## src/include/uctl_consts.vh

```
// How it works
// - five interrupt sources gated by four mask bits
// - mask bit 5 special mode, 4/6/7 zero
// - source register reports highest pending code only
// - source bit 0 low when interrupt pending
// - source bits 7:6 show queue enable
// - time-out only in queue mode, nonempty
// - time-out restarts on stop centre, data read
// - time-out after 4 x length + 12 bits
// - one bit enables both queues together
// - clear bits empty queues, then self-clear
// - ready mode 0: empty/holding based pins
// - ready mode 1: full, trigger or time-out
// - trigger level 1, 4, 8 or 14
// - data length five to eight bits
// - one, one-and-half or two stop bits
// - optional odd or even parity
// - forced parity one or zero
// - break holds transmit line low, except in loop-back
// - divisor access replaces low registers
// - interrupt pin driven only when enabled
// - loop-back: transmit high, internal feedback
// - power-down needs special mode bit also set
`ifndef UCTL_CONSTS_VH
`define UCTL_CONSTS_VH
`define UCTL_IDX_DATA 3'h0
`define UCTL_IDX_MASK 3'h1
`define UCTL_IDX_SRC 3'h2
`define UCTL_IDX_FMT 3'h3
`define UCTL_IDX_MODEM 3'h4
`define UCTL_MASK_RST 8'h00
`define UCTL_FMT_RST 8'h00
`define UCTL_MODEM_RST 8'h00
`define UCTL_DIV_RST 16'h0000
`define UCTL_MASK_WMASK 8'h2F
`define UCTL_MODEM_WMASK 8'h9F
`define UCTL_SRC_NONE 4'h1
`define UCTL_SRC_LINE 4'h6
`define UCTL_SRC_RDA 4'h4
`define UCTL_SRC_TMO 4'hC
`define UCTL_SRC_THRE 4'h2
`define UCTL_SRC_MODEM 4'h0
`define UCTL_Q_EN 0
`define UCTL_Q_RXCLR 1
`define UCTL_Q_TXCLR 2
`define UCTL_Q_MODE 3
`define UCTL_FMT_STOP 2
`define UCTL_FMT_PEN 3
`define UCTL_FMT_EVEN 4
`define UCTL_FMT_STICK 5
`define UCTL_FMT_BRK 6
`define UCTL_FMT_DIV 7
`define UCTL_MO_DTR 0
`define UCTL_MO_RTS 1
`define UCTL_MO_OUT2 2
`define UCTL_MO_INTEN 3
`define UCTL_MO_LOOP 4
`define UCTL_MO_PD 7
`define UCTL_MK_SPECIAL 5
`define UCTL_TMO_MUL 6'h04
`define UCTL_TMO_ADD 6'h0C
`define UCTL_QDEPTH 5'h10
`endif

```

## src/core/uctl_top.v

```verilog
`timescale 1ns/100ps
`include "uctl_consts.vh"
module uctl_top
(
  input wire clk_i,
  input wire rst_i,
  input wire ce_i,
  input wire cyc_i,
  input wire stb_i,
  input wire we_i,
  input wire [4:0] adr_i,
  input wire [3:0] sel_i,
  input wire [31:0] dat_i,
  output reg [31:0] dat_o,
  output reg ack_o,
  input wire [7:0] rx_data_i,
  output reg rx_pop_o,
  output reg tx_push_o,
  output reg [7:0] tx_data_o,
  input wire [4:0] rx_count_i,
  input wire [4:0] tx_count_i,
  input wire tx_shift_busy_i,
  input wire rx_stop_mid_i,
  input wire bit_tick_i,
  input wire line_status_i,
  input wire modem_delta_i,
  input wire tx_serial_i,
  input wire serial_rx_i,
  input wire cts_n_i,
  input wire dsr_n_i,
  input wire bell_indicator_n_i,
  input wire carrier_detect_n_i,
  output reg serial_tx_o,
  output reg rx_serial_o,
  output reg [3:0] modem_in_o,
  output reg dtr_n_o,
  output reg rts_n_o,
  output reg int_o,
  output reg int_oe_o,
  output reg tx_request_n_o,
  output reg rx_request_n_o,
  output reg fifo_en_o,
  output reg rx_fifo_clear_o,
  output reg tx_fifo_clear_o,
  output reg [1:0] word_len_o,
  output reg two_stop_o,
  output reg parity_en_o,
  output reg even_parity_o,
  output reg stick_parity_o,
  output reg [15:0] divisor_o,
  output reg power_down_o,
  output reg rx_timeout_o
);

// ---------------------------------------------
// helpers
// ---------------------------------------------
function [4:0] trig_level;
  input [1:0] sel;
  begin
    case (sel)
      2'h0: trig_level = 5'h01;
      2'h1: trig_level = 5'h04;
      2'h2: trig_level = 5'h08;
      default: trig_level = 5'h0E;
    endcase
  end
endfunction

function [5:0] tmo_bits;
  input [1:0] wl;
  begin
    // 5..8 data bits from the two length bits
    tmo_bits = `UCTL_TMO_MUL * ({4'h0, wl} + 6'h05)
      + `UCTL_TMO_ADD;
  end
endfunction

// ---------------------------------------------
// registers
// ---------------------------------------------
reg [7:0] mask_q;
reg [7:0] fmt_q;
reg [7:0] modem_q;
reg [15:0] div_q;
reg q_en_q;
reg q_mode_q;
reg [1:0] trig_q;
reg thre_q;
reg tx_empty_q;
reg [5:0] tmo_cnt_q;
reg tmo_q;
reg rx_req_q;

// a request held while ack stands is not taken again
wire bus_req = cyc_i & stb_i & ~ack_o;
wire bus_wr = bus_req & we_i & sel_i[0];
wire bus_rd = bus_req & ~we_i;
wire [2:0] idx = adr_i[4:2];
wire dlab = fmt_q[`UCTL_FMT_DIV];
wire loop = modem_q[`UCTL_MO_LOOP];

// ---------------------------------------------
// interrupt priority
// ---------------------------------------------
wire tx_empty = (tx_count_i == 5'h00);
wire rx_nonempty = (rx_count_i != 5'h00);
wire rx_trig = q_en_q ? (rx_count_i >= trig_level(trig_q))
  : rx_nonempty;
wire p_line = mask_q[2] & line_status_i;
wire p_rda = mask_q[0] & rx_trig;
wire p_tmo = mask_q[0] & tmo_q;
wire p_thre = mask_q[1] & thre_q;
wire p_modem = mask_q[3] & modem_delta_i;
reg [3:0] src_code;

always @*
begin
  // one code only, highest source wins
  if (p_line)
    src_code = `UCTL_SRC_LINE;
  else if (p_rda)
    src_code = `UCTL_SRC_RDA;
  else if (p_tmo)
    src_code = `UCTL_SRC_TMO;
  else if (p_thre)
    src_code = `UCTL_SRC_THRE;
  else if (p_modem)
    src_code = `UCTL_SRC_MODEM;
  else
    src_code = `UCTL_SRC_NONE;
end

wire any_pend = ~src_code[0];
wire [7:0] src_reg = {q_en_q, q_en_q, 2'h0, src_code};

// ---------------------------------------------
// read mux
// ---------------------------------------------
reg [7:0] rd_byte;
// divisor access hides the data and mask reads

always @*
begin
  case (idx)
    `UCTL_IDX_DATA: rd_byte = dlab ? div_q[7:0] : rx_data_i;
    `UCTL_IDX_MASK: rd_byte = dlab ? div_q[15:8] : mask_q;
    `UCTL_IDX_SRC: rd_byte = src_reg;
    `UCTL_IDX_FMT: rd_byte = fmt_q;
    `UCTL_IDX_MODEM: rd_byte = modem_q;
    default: rd_byte = 8'h00;
  endcase
end

wire rd_data = bus_rd & (idx == `UCTL_IDX_DATA) & ~dlab;
wire rd_src = bus_rd & (idx == `UCTL_IDX_SRC);
wire wr_data = bus_wr & (idx == `UCTL_IDX_DATA) & ~dlab;

// ---------------------------------------------
// bus slave and control registers
// ---------------------------------------------
always @(posedge clk_i)
begin
  if (rst_i)
  begin
    ack_o <= 1'b0;
    dat_o <= 32'h0000_0000;
    mask_q <= `UCTL_MASK_RST;
    fmt_q <= `UCTL_FMT_RST;
    modem_q <= `UCTL_MODEM_RST;
    div_q <= `UCTL_DIV_RST;
    q_en_q <= 1'b0;
    q_mode_q <= 1'b0;
    trig_q <= 2'h0;
    rx_fifo_clear_o <= 1'b0;
    tx_fifo_clear_o <= 1'b0;
    rx_pop_o <= 1'b0;
    tx_push_o <= 1'b0;
    tx_data_o <= 8'h00;
  end
  else if (ce_i)
  begin
    // one wait state: ack a cycle after the strobe
    ack_o <= bus_req;
    dat_o <= bus_rd ? {24'h00_0000, rd_byte} : 32'h0000_0000;
    rx_pop_o <= rd_data;
    tx_push_o <= wr_data;
    rx_fifo_clear_o <= 1'b0;
    tx_fifo_clear_o <= 1'b0;
    if (wr_data)
      tx_data_o <= dat_i[7:0];
    // queue control shares the source index, reads see source
    if (bus_wr)
    begin
      case (idx)
        `UCTL_IDX_DATA:
          if (dlab)
            div_q[7:0] <= dat_i[7:0];
        `UCTL_IDX_MASK:
          if (dlab)
            div_q[15:8] <= dat_i[7:0];
          else
            mask_q <= dat_i[7:0] & `UCTL_MASK_WMASK;
        `UCTL_IDX_SRC:
        begin
          q_en_q <= dat_i[`UCTL_Q_EN];
          q_mode_q <= dat_i[`UCTL_Q_MODE];
          trig_q <= dat_i[7:6];
          // strobes only; shift registers are elsewhere
          rx_fifo_clear_o <= dat_i[`UCTL_Q_RXCLR];
          tx_fifo_clear_o <= dat_i[`UCTL_Q_TXCLR];
        end
        `UCTL_IDX_FMT: fmt_q <= dat_i[7:0];
        `UCTL_IDX_MODEM:
          modem_q <= dat_i[7:0] & `UCTL_MODEM_WMASK;
        default: ;
      endcase
    end
  end
end

// ---------------------------------------------
// holding-empty interrupt and time-out
// ---------------------------------------------
wire tmo_restart = rx_stop_mid_i | rd_data | rx_fifo_clear_o;
wire tmo_arm = q_en_q & rx_nonempty;
wire [5:0] tmo_limit = tmo_bits(fmt_q[1:0]);

always @(posedge clk_i)
begin
  if (rst_i)
  begin
    thre_q <= 1'b0;
    tx_empty_q <= 1'b1;
    tmo_cnt_q <= 6'h00;
    tmo_q <= 1'b0;
  end
  else if (ce_i)
  begin
    tx_empty_q <= tx_empty;
    // a new empty edge wins over the read that clears it
    if (tx_empty & ~tx_empty_q)
      thre_q <= 1'b1;
    else if (wr_data | (rd_src & src_code == `UCTL_SRC_THRE))
      thre_q <= 1'b0;
    if (tmo_restart | ~tmo_arm)
    begin
      tmo_cnt_q <= 6'h00;
      tmo_q <= 1'b0;
    end
    // counting stops at the flag until a restart
    else if (bit_tick_i & ~tmo_q)
    begin
      tmo_cnt_q <= tmo_cnt_q + 6'h01;
      if (tmo_cnt_q + 6'h01 >= tmo_limit)
        tmo_q <= 1'b1;
    end
  end
end

// ---------------------------------------------
// request pins
// ---------------------------------------------
wire mode1 = q_en_q & q_mode_q;

always @(posedge clk_i)
begin
  if (rst_i)
  begin
    tx_request_n_o <= 1'b0;
    rx_request_n_o <= 1'b1;
    rx_req_q <= 1'b0;
  end
  else if (ce_i)
  begin
    if (mode1)
    begin
      // full-only stall, else one or more free
      tx_request_n_o <= (tx_count_i == `UCTL_QDEPTH);
      if (~rx_nonempty)
        rx_req_q <= 1'b0;
      else if (rx_count_i >= trig_level(trig_q) | tmo_q)
        rx_req_q <= 1'b1;
    end
    else
    begin
      // busy shifter alone does not hold it high
      tx_request_n_o <= ~tx_empty;
      rx_req_q <= rx_nonempty;
    end
    rx_request_n_o <= ~(mode1 ? (rx_req_q & rx_nonempty)
      : rx_nonempty);
  end
end

// ---------------------------------------------
// line side
// ---------------------------------------------
always @(posedge clk_i)
begin
  if (rst_i)
  begin
    serial_tx_o <= 1'b1;
    rx_serial_o <= 1'b1;
    modem_in_o <= 4'h0;
    dtr_n_o <= 1'b1;
    rts_n_o <= 1'b1;
    int_o <= 1'b0;
    int_oe_o <= 1'b0;
    power_down_o <= 1'b0;
  end
  else if (ce_i)
  begin
    if (loop)
      serial_tx_o <= 1'b1;
    else if (fmt_q[`UCTL_FMT_BRK])
      serial_tx_o <= 1'b0;
    else
      serial_tx_o <= tx_serial_i;
    // break also reaches the looped receiver
    rx_serial_o <= loop ? (tx_serial_i & ~fmt_q[`UCTL_FMT_BRK])
      : serial_rx_i;
    // msb first: carrier, bell, set-ready, clear-to-send
    if (loop)
      modem_in_o <= {modem_q[`UCTL_MO_INTEN], modem_q[`UCTL_MO_OUT2],
        modem_q[`UCTL_MO_DTR], modem_q[`UCTL_MO_RTS]};
    else
      modem_in_o <= ~{carrier_detect_n_i, bell_indicator_n_i,
        dsr_n_i, cts_n_i};
    // pins parked high in loop-back
    dtr_n_o <= loop | ~modem_q[`UCTL_MO_DTR];
    rts_n_o <= loop | ~modem_q[`UCTL_MO_RTS];
    // level kept even while the pin floats
    int_o <= any_pend;
    int_oe_o <= modem_q[`UCTL_MO_INTEN];
    // special mode gate stops a stray power-down write
    power_down_o <= modem_q[`UCTL_MO_PD]
      & mask_q[`UCTL_MK_SPECIAL];
  end
end

// ---------------------------------------------
// format outputs
// ---------------------------------------------
always @(posedge clk_i)
begin
  if (rst_i)
  begin
    fifo_en_o <= 1'b0;
    word_len_o <= 2'h0;
    two_stop_o <= 1'b0;
    parity_en_o <= 1'b0;
    even_parity_o <= 1'b0;
    stick_parity_o <= 1'b0;
    divisor_o <= `UCTL_DIV_RST;
    rx_timeout_o <= 1'b0;
  end
  else if (ce_i)
  begin
    fifo_en_o <= q_en_q;
    word_len_o <= fmt_q[1:0];
    // 1.5 vs 2 decided by length at the shifter
    two_stop_o <= fmt_q[`UCTL_FMT_STOP];
    parity_en_o <= fmt_q[`UCTL_FMT_PEN];
    // parity sense passed on even with parity off
    even_parity_o <= fmt_q[`UCTL_FMT_EVEN];
    stick_parity_o <= fmt_q[`UCTL_FMT_PEN]
      & fmt_q[`UCTL_FMT_STICK];
    divisor_o <= div_q;
    rx_timeout_o <= tmo_q;
  end
end

endmodule

```

## config.mk

```make
export PLATFORM = sky130hd
export DESIGN_NAME = uctl_top
export DESIGN_NICKNAME = d
export VERILOG_FILES = /design/src/core/uctl_top.v
export VERILOG_INCLUDE_DIRS = /design/src /design/src/include
export SDC_FILE = /design/constraint.sdc
export NUM_CORES = 1
export LEC_CHECK = 0
export ABC_AREA = 1
export ABC_CLOCK_PERIOD_IN_PS = 4770
export CAP_MARGIN = 20
export CORE_UTILIZATION = 25
export DETAILED_ROUTE_END_ITERATION = 6
export DONT_BUFFER_PORTS = 1
export HOLD_SLACK_MARGIN = 0.02
export MAX_ROUTING_LAYER = met4
export PLACE_DENSITY = 0.38
export SYNTH_ARGS = -nofsm -noshare
export SYNTH_HDL_FRONTEND = slang
export SYNTH_SLANG_ARGS = --single-unit
```

## constraint.sdc

```tcl
create_clock -name clk_i -period 4.77 [get_ports clk_i]
set_clock_uncertainty 0.1 [all_clocks]
set_input_delay 0.7155 -clock clk_i [delete_from_list [all_inputs] [get_ports clk_i]]
set_output_delay 0.7155 -clock clk_i [all_outputs]
set_load 0.03 [all_outputs]
```

Yosys cells after proc, flatten, opt, wreduce, memory -nomap -nowiden
Index checks and enable logic that the tools add are counted.
- add/subtract/negate cells: 3
- magnitude comparators: 3
- eq/ne operators: 9
- muxes and demuxes: 35
- bitwise gates (word level): 44
- reductions and logical operators: 18
- operator list (kind ; number):
    case mux 8 bit (5 select lines) ; 1
    bitwise AND 1 bit ; 24
    two-way mux 8 bit ; 3
    two-way mux 5 bit ; 4
    two-way mux 1 bit ; 19
    two-way mux 4 bit ; 4
    two-way mux 6 bit ; 2
    NOT 1 bit ; 12
    case mux 4 bit (3 select lines) ; 1
    AND reduction 3 bit ; 4
    AND reduction 4 bit ; 3
    >= comparator 5 bit ; 2
    AND reduction 2 bit ; 4
    bitwise OR 1 bit ; 7
    adder 6 x 1 -> 6 bit (second input constant) ; 1
    adder 6 x 4 -> 6 bit (second input constant) ; 1
    == test 3 x 2 -> 1 bit (second input constant) ; 2
    >= comparator 6 bit ; 1
    nonzero test 2 bit ; 3
    == test 5 bit (second input constant) ; 1
    logical NOT 5 bit ; 1
    nonzero test 5 bit ; 1
    adder 2 x 3 -> 4 bit (second input constant) ; 1
    == test 4 x 2 -> 1 bit (second input constant) ; 1
    other kinds (9) ; 9
- flip-flop bits (word level): 131
- input port bits: 76
- output and inout bits: 82
- word-level logic and storage cells: 150

Depth between registers and ports, before layout
- depth after elaboration: 12
- gate-level depth with buffers: 13
- depth with buffers taken out: 13

Least setup slack after synthesis
OpenSTA, ideal clock, no wires.
- kind: input port to flip-flop
- start point: in rx_count_i[3]
- end point: reg thre_q
- library setup time: 0.132 ns
- arrival time: 1.784 ns
- required time: 4.538 ns
- path slack: 2.753 ns
- stages: 11
- buffers on the path: 0
- cells stage by stage: ha_1 nand2_1 nor2_1 nor2_1 nand3_1 nand2_1 nand2_1 nand2_1 nand2_1 o21bai_1 a21oi_1
- word-level cells in the longest chain between the ends: 10
- elaborated cells between the ends (all ways): 11
- classes of those cells: order compare (1); eq/ne (1); mux (3); bitwise (3); reduce/logical (3)
- RTL lines (element ; line ; source):
    from (decl) ; uctl_top.v:20 ; input wire [4:0] rx_count_i,
    >= comparator 5 bit or nonzero test 5 bit (tied branches) ; uctl_top.v:108, uctl_top.v:107 ;
    two-way mux 1 bit (*) ; uctl_top.v:108 ; wire rx_trig = q_en_q ? (rx_count_i >= trig_level(trig_q))
    bitwise AND 1 bit (*) ; uctl_top.v:111 ; wire p_rda = mask_q[0] & rx_trig;
    two-way mux 4 bit (*) ; uctl_top.v:122 ; else if (p_rda)
    two-way mux 4 bit (*) ; uctl_top.v:120 ; if (p_line)
    == test 4 x 2 -> 1 bit (no line) (*) ; n/a ;
    bitwise AND 1 bit (no line) (*) ; n/a ;
    bitwise OR 1 bit (*) ; uctl_top.v:244 ; else if (wr_data | (rd_src & src_code == `UCTL_SRC_THRE))
    nonzero test 2 bit (no line) (*) ; n/a ;
    AND reduction 2 bit (no line) (*) ; n/a ;
    to (signal assigned) ; uctl_top.v:233 ; thre_q <= 1'b0;
    to (signal assigned) ; uctl_top.v:243 ; thre_q <= 1'b1;
    to (signal assigned) ; uctl_top.v:245 ; thre_q <= 1'b0;
    to (decl) ; uctl_top.v:89 ; reg thre_q;
Every way passes the cells marked *; elsewhere a longest branch is shown, timed or not.
A chain may end at the register's enable or synchronous reset.

Worst setup path in the final report
- start point: reg fmt_q[7]
- end point: reg dat_o[4]
- word-level cells in the longest chain between the ends: 3
- elaborated cells between the ends (all ways): 4
- classes of those cells: mux (4)
- RTL lines (element ; line ; source):
    from (decl) ; uctl_top.v:83 ; reg [7:0] fmt_q;
    from (signal assigned) ; uctl_top.v:169 ; fmt_q <= `UCTL_FMT_RST;
    from (signal assigned) ; uctl_top.v:213 ; `UCTL_IDX_FMT: fmt_q <= dat_i[7:0];
    two-way mux 8 bit (on tied branches) ; uctl_top.v:147, uctl_top.v:146 ;
    case mux 8 bit (5 select lines) (*) ; uctl_top.v:145 ; case (idx)
    two-way mux 8 bit (*) ; uctl_top.v:185 ; dat_o <= bus_rd ? {24'h00_0000, rd_byte} : 32'h0000_0000;
    to (signal assigned) ; uctl_top.v:185 ;
    to (decl) ; uctl_top.v:14 ; output reg [31:0] dat_o,
Marked as above.

==> tab_implementation.tex <==
\begin{tabular}{lr}
\hline
Metric & Value \\
\hline
\multicolumn{2}{l}{\textbf{Timing}} \\
Number of failing setup endpoints in the final timing report & 0 \\
Final total negative setup slack & 0 ps \\
Final Hold Viols & 0 \\
Maximum frequency from static timing analysis & 0.437 GHz \\
Period utilization & 47.9\% \\
Post-route setup slack & 2480 ps \\
Max Transition Viols Final & 0 \\
Slew of the pin with the lowest slew margin & 652 ps \\
Setup repair after global routing missed its margin & false \\
Period minus WS final & 2290 ps \\
Relative max-transition margin & 56.5\% \\
\multicolumn{2}{l}{\textbf{Clock network}} \\
Clock Path Buffers & 2 \\
Post-cts gate resize count & 0 \\
Number of levels in the clock H-tree & 3 \\
CTS Root Cell & sky130\_fd\_sc\_hd\_\_clkbuf\_16 \\
Clk\_lat worst skew & 350 ps \\
Clock sink count & 107 \\
Post-CTS Setup Bufs & 0 \\
Number of buffers created by CTS & 9 \\
Number of buffers inserted by hold repair at cts & 0 \\
Clock transition at the registers of the reported paths & 70 ps \\
CTS tree & yes \\
\multicolumn{2}{l}{\textbf{Routing}} \\
Post-detailed-route count of antenna-violating nets & 0 \\
Avg WL per Cell & 17.7 um \\
Drt pass-1 iters & 5 \\
Number of vias in the routed layout & 4039 \\
Routed via count divided by cell count & 4.73 \\
Initial detailed-routing violation count & 254 \\
Routed Wire Length & 15100 um \\
DRC viols & 0 \\
\multicolumn{2}{l}{\textbf{Synthesis}} \\
Count of synthesis-stage warnings from yosys & 0 \\
Post-synthesis instance total & 633 \\
Post-synth cell types & 39 \\
Combinational family with the most area after synthesis & compound AO/OA/AOI/OAI gates \\
Multiplexer share of the synthesized area & 0\% \\
Sequential-to-total area share from yosys stat & 44.5\% \\
Area share of and/or/nand/nor cells after synthesis & 17.5\% \\
Post-Synth XOR/XNOR Area & 0.728\% \\
Share of the synthesized area in compound gates (AO/OA/AOI/OAI) & 23.3\% \\
Synth Area in Adders & 2.08\% \\
Flop and latch count out of synthesis & 107 \\
Post-synthesis instance area & 0.00481 sq mm \\
Average size of a mapped cell & 7.61 sq um \\
\multicolumn{2}{l}{\textbf{Critical path}} \\
Worst Path Arrival & 2410 ps \\
Timing startpoint of the critical path & fmt\_q[7] \\
Slowest stage delay, CP & 740 ps \\
Cell type of the slowest stage on the worst timing path & sky130\_fd\_sc\_hd\_\_dfxtp\_1 \\
Cells along the critical path & inv\_1 -> nand2\_1 -> o21ai\_0 -> nand2\_1 -> o221ai\_1 -> o21ai\_0 -> a21oi\_1 \\
CP Data Required Time & 4900 ps \\
Worst flop-to-flop path startpoint & fmt\_q[7] \\
Crit end category & flop \\
Peak fanout along the critical path & 18 \\
Critical Setup Path Class & reg2reg \\
Kind of launch point of the worst setup path & flop \\
\multicolumn{2}{l}{\textbf{Global routing}} \\
Gr ovfl total & 0 \\
Largest net degree at the start of global routing & 76 \\
First-pass GRT wire length & 23300 um \\
Antenna violations before repair & 0 \\
Number of global-route vias before repair & 3948 \\
Overall Global Routing Usage & 16.3\% \\
\multicolumn{2}{l}{\textbf{Die}} \\
Die footprint & 0.0198 sq mm \\
Vertical extent of the die & 141 um \\
Area inside the core boundary & 0.0188 sq mm \\
Starting utilization of the core area & 25.7\% \\
Horizontal die dimension & 141 um \\
Standard-cell rows & 50 \\
Io pins & 158 \\
\multicolumn{2}{l}{\textbf{Cells and area}} \\
Post-layout util & 27.7\% \\
Footprint of the multi-input gates & 0.00219 sq mm \\
Fill cells & 2032 \\
Proportion of layout cells with a drive suffix above 1 & 6.13\% \\
Count of antenna diodes in the layout & 0 \\
Synth-to-Final Area Change & 8.06\% \\
FF/Latch Area & 0.00214 sq mm \\
NumNets Final & 700 \\
\multicolumn{2}{l}{\textbf{Power}} \\
Power per Cell Area & 344 mW/mm\^{}2 \\
Worst IR Drop VDD & 0.159 mV \\
Static leakage & 1.91 nW \\
\multicolumn{2}{l}{\textbf{Place}} \\
Pre-CTS setup slack & 2210 ps \\
Detail Placement HPWL & 11000 um \\
Global placer's final weighted congestion & 0.858 \\
\# port buffers & 0 \\
\multicolumn{2}{l}{\textbf{Min path}} \\
Class of the most critical hold timing path & in2reg \\
Hold Path Origin & rst\_i \\
\multicolumn{2}{l}{\textbf{Outcome}} \\
Result of the run & completed \\
\multicolumn{2}{l}{\textbf{Job}} \\
Number of maximum-capacitance violations & 0 \\
\hline
\end{tabular}
-- cell usage in the layout, fill, tap and decap left out, drive strengths merged, types with 2 or more instances in the layout --
cell      Yosys  layout
dfxtp       107     107
nand2       106     106
a21oi       101     101
o21ai        77      77
inv          69      69
nor2         36      36
conb          1      24
nand3        23      23
o211ai       13      13
clkbuf       17      12
ha            8       8
nand4         7       7
nor3          7       7
o22ai         5       5
xnor2         3       3
buf          37       3
and3          2       2
a211o         2       2
o2111ai       2       2
clkinvlp      0       2
o21bai        2       2
-- metrics by stage --
step / std cells / area [sq um] / power, mW / hold slack [ps]
floorplan: 656 / 4900 / 1.09 / 333
global placement: 838 / 4890 / 1.08 / 338
detailed placement: 838 / 4890 / 1.08 / 344
CTS: 853 / 5170 / 1.82 / 309
global route: 854 / 5200 / 1.86 / 304
finish: 854 / 5200 / 1.79 / 325
-- critical path, delay by kind of cell (launching register included) --
family | cells | cell delay, ps
AND/OR/NAND/NOR | 2 | 250
AO/OA/AOI/OAI | 4 | 590
buffers and inverters | 1 | 480
flip-flops | 1 | 740
-- cells by family (layout without fill, tap and decap cells) --
kind of cell / count (synthesis) / after routing
AOI/OAI and AO/OA: 207 / 207
DFF: 107 / 107
buffers and inverters: 123 / 87
xor gates and xnor gates: 4 / 4
other: 1 / 24
and+or+nand+nor: 183 / 183
adders and majority gates: 8 / 8
-- power breakdown --
part / leakage, nW / switching [mW] / internal, mW
Clock: 0.131 / 0.342 / 0.382
Combinational: 0.907 / 0.0761 / 0.0297
Sequential: 0.870 / 0.0456 / 0.912
-- worst paths after layout --
check             cells after the start    endpoint  slack, ps
hold / removal                        1       ack_o        330
hold reg to reg                       2  tx_empty_q        360
setup reg to reg                      7    dat_o[4]       2480
setup / recovery                      7    dat_o[4]       2480
-- sequential cells by signal, summed over array words and instances, names as in the netlist, 2 cells and up --
name,count
div_q,16
tx_data_o,8
dat_o,8
word_len_o,2
trig_q,2
fmt_q,8
mask_q,5
modem_in_o,4
divisor_o,16
tmo_cnt_q,6
modem_q,6
-- per-layer routing --
metal / global-route usage [%] / vias to the layer above / routed length, um
li1: - / 2031 / -
met1: 21.3 / 1856 / 7080
met2: 23.9 / 135 / 6520
met3: 4.79 / 17 / 1270
met4: 5.03 / 0 / 226
met5: - / - / 0
-- cell usage after synthesis --
master | count | area (sq um)
sky130_fd_sc_hd__nor3_1 | 5 | 25.0
sky130_fd_sc_hd__nand3_1 | 21 | 105
sky130_fd_sc_hd__o21bai_1 | 1 | 7.51
sky130_fd_sc_hd__nand2_1 | 103 | 387
sky130_fd_sc_hd__nor3_4 | 2 | 32.5
sky130_fd_sc_hd__clkbuf_1 | 17 | 63.8
sky130_fd_sc_hd__a31oi_1 | 1 | 6.26
sky130_fd_sc_hd__nand4_4 | 1 | 21.3
sky130_fd_sc_hd__buf_2 | 8 | 40.0
sky130_fd_sc_hd__dfxtp_1 | 107 | 2140
sky130_fd_sc_hd__nand2_2 | 2 | 12.5
sky130_fd_sc_hd__o22ai_1 | 5 | 31.3
sky130_fd_sc_hd__inv_2 | 6 | 22.5
sky130_fd_sc_hd__ha_1 | 8 | 100
sky130_fd_sc_hd__buf_1 | 2 | 7.51
sky130_fd_sc_hd__nor2_2 | 2 | 12.5
sky130_fd_sc_hd__o2111ai_1 | 2 | 17.5
sky130_fd_sc_hd__a221oi_1 | 1 | 8.76
sky130_fd_sc_hd__a211o_1 | 2 | 17.5
sky130_fd_sc_hd__xor2_1 | 1 | 8.76
sky130_fd_sc_hd__nand4_1 | 6 | 37.5
sky130_fd_sc_hd__o211ai_1 | 13 | 97.6
sky130_fd_sc_hd__o21a_1 | 1 | 7.51
sky130_fd_sc_hd__o21ai_0 | 77 | 385
sky130_fd_sc_hd__o21bai_4 | 1 | 18.8
sky130_fd_sc_hd__or2_2 | 1 | 6.26
sky130_fd_sc_hd__nand3_2 | 2 | 20.0
sky130_fd_sc_hd__buf_4 | 27 | 203
sky130_fd_sc_hd__a21oi_1 | 101 | 505
sky130_fd_sc_hd__a211oi_1 | 1 | 7.51
sky130_fd_sc_hd__o221ai_1 | 1 | 8.76
sky130_fd_sc_hd__nor2_4 | 3 | 33.8
sky130_fd_sc_hd__nand2_4 | 1 | 11.3
sky130_fd_sc_hd__conb_1 | 1 | 3.75
sky130_fd_sc_hd__and3_1 | 2 | 12.5
sky130_fd_sc_hd__nand3b_1 | 1 | 7.51
sky130_fd_sc_hd__inv_1 | 63 | 236
sky130_fd_sc_hd__xnor2_1 | 3 | 26.3
sky130_fd_sc_hd__nor2_1 | 31 | 116
-- final cells by class --
cell class              instances  area share, %
well taps                     234           5.63
flip-flops and latches        107           41.2
clock buffers                  12           4.93
clock inverters                 3          0.457
multi-input cells             426           42.0
inverters                      69           4.98
repair buffers                  3          0.818
Note: power is estimated with default switching activity, not from simulation.
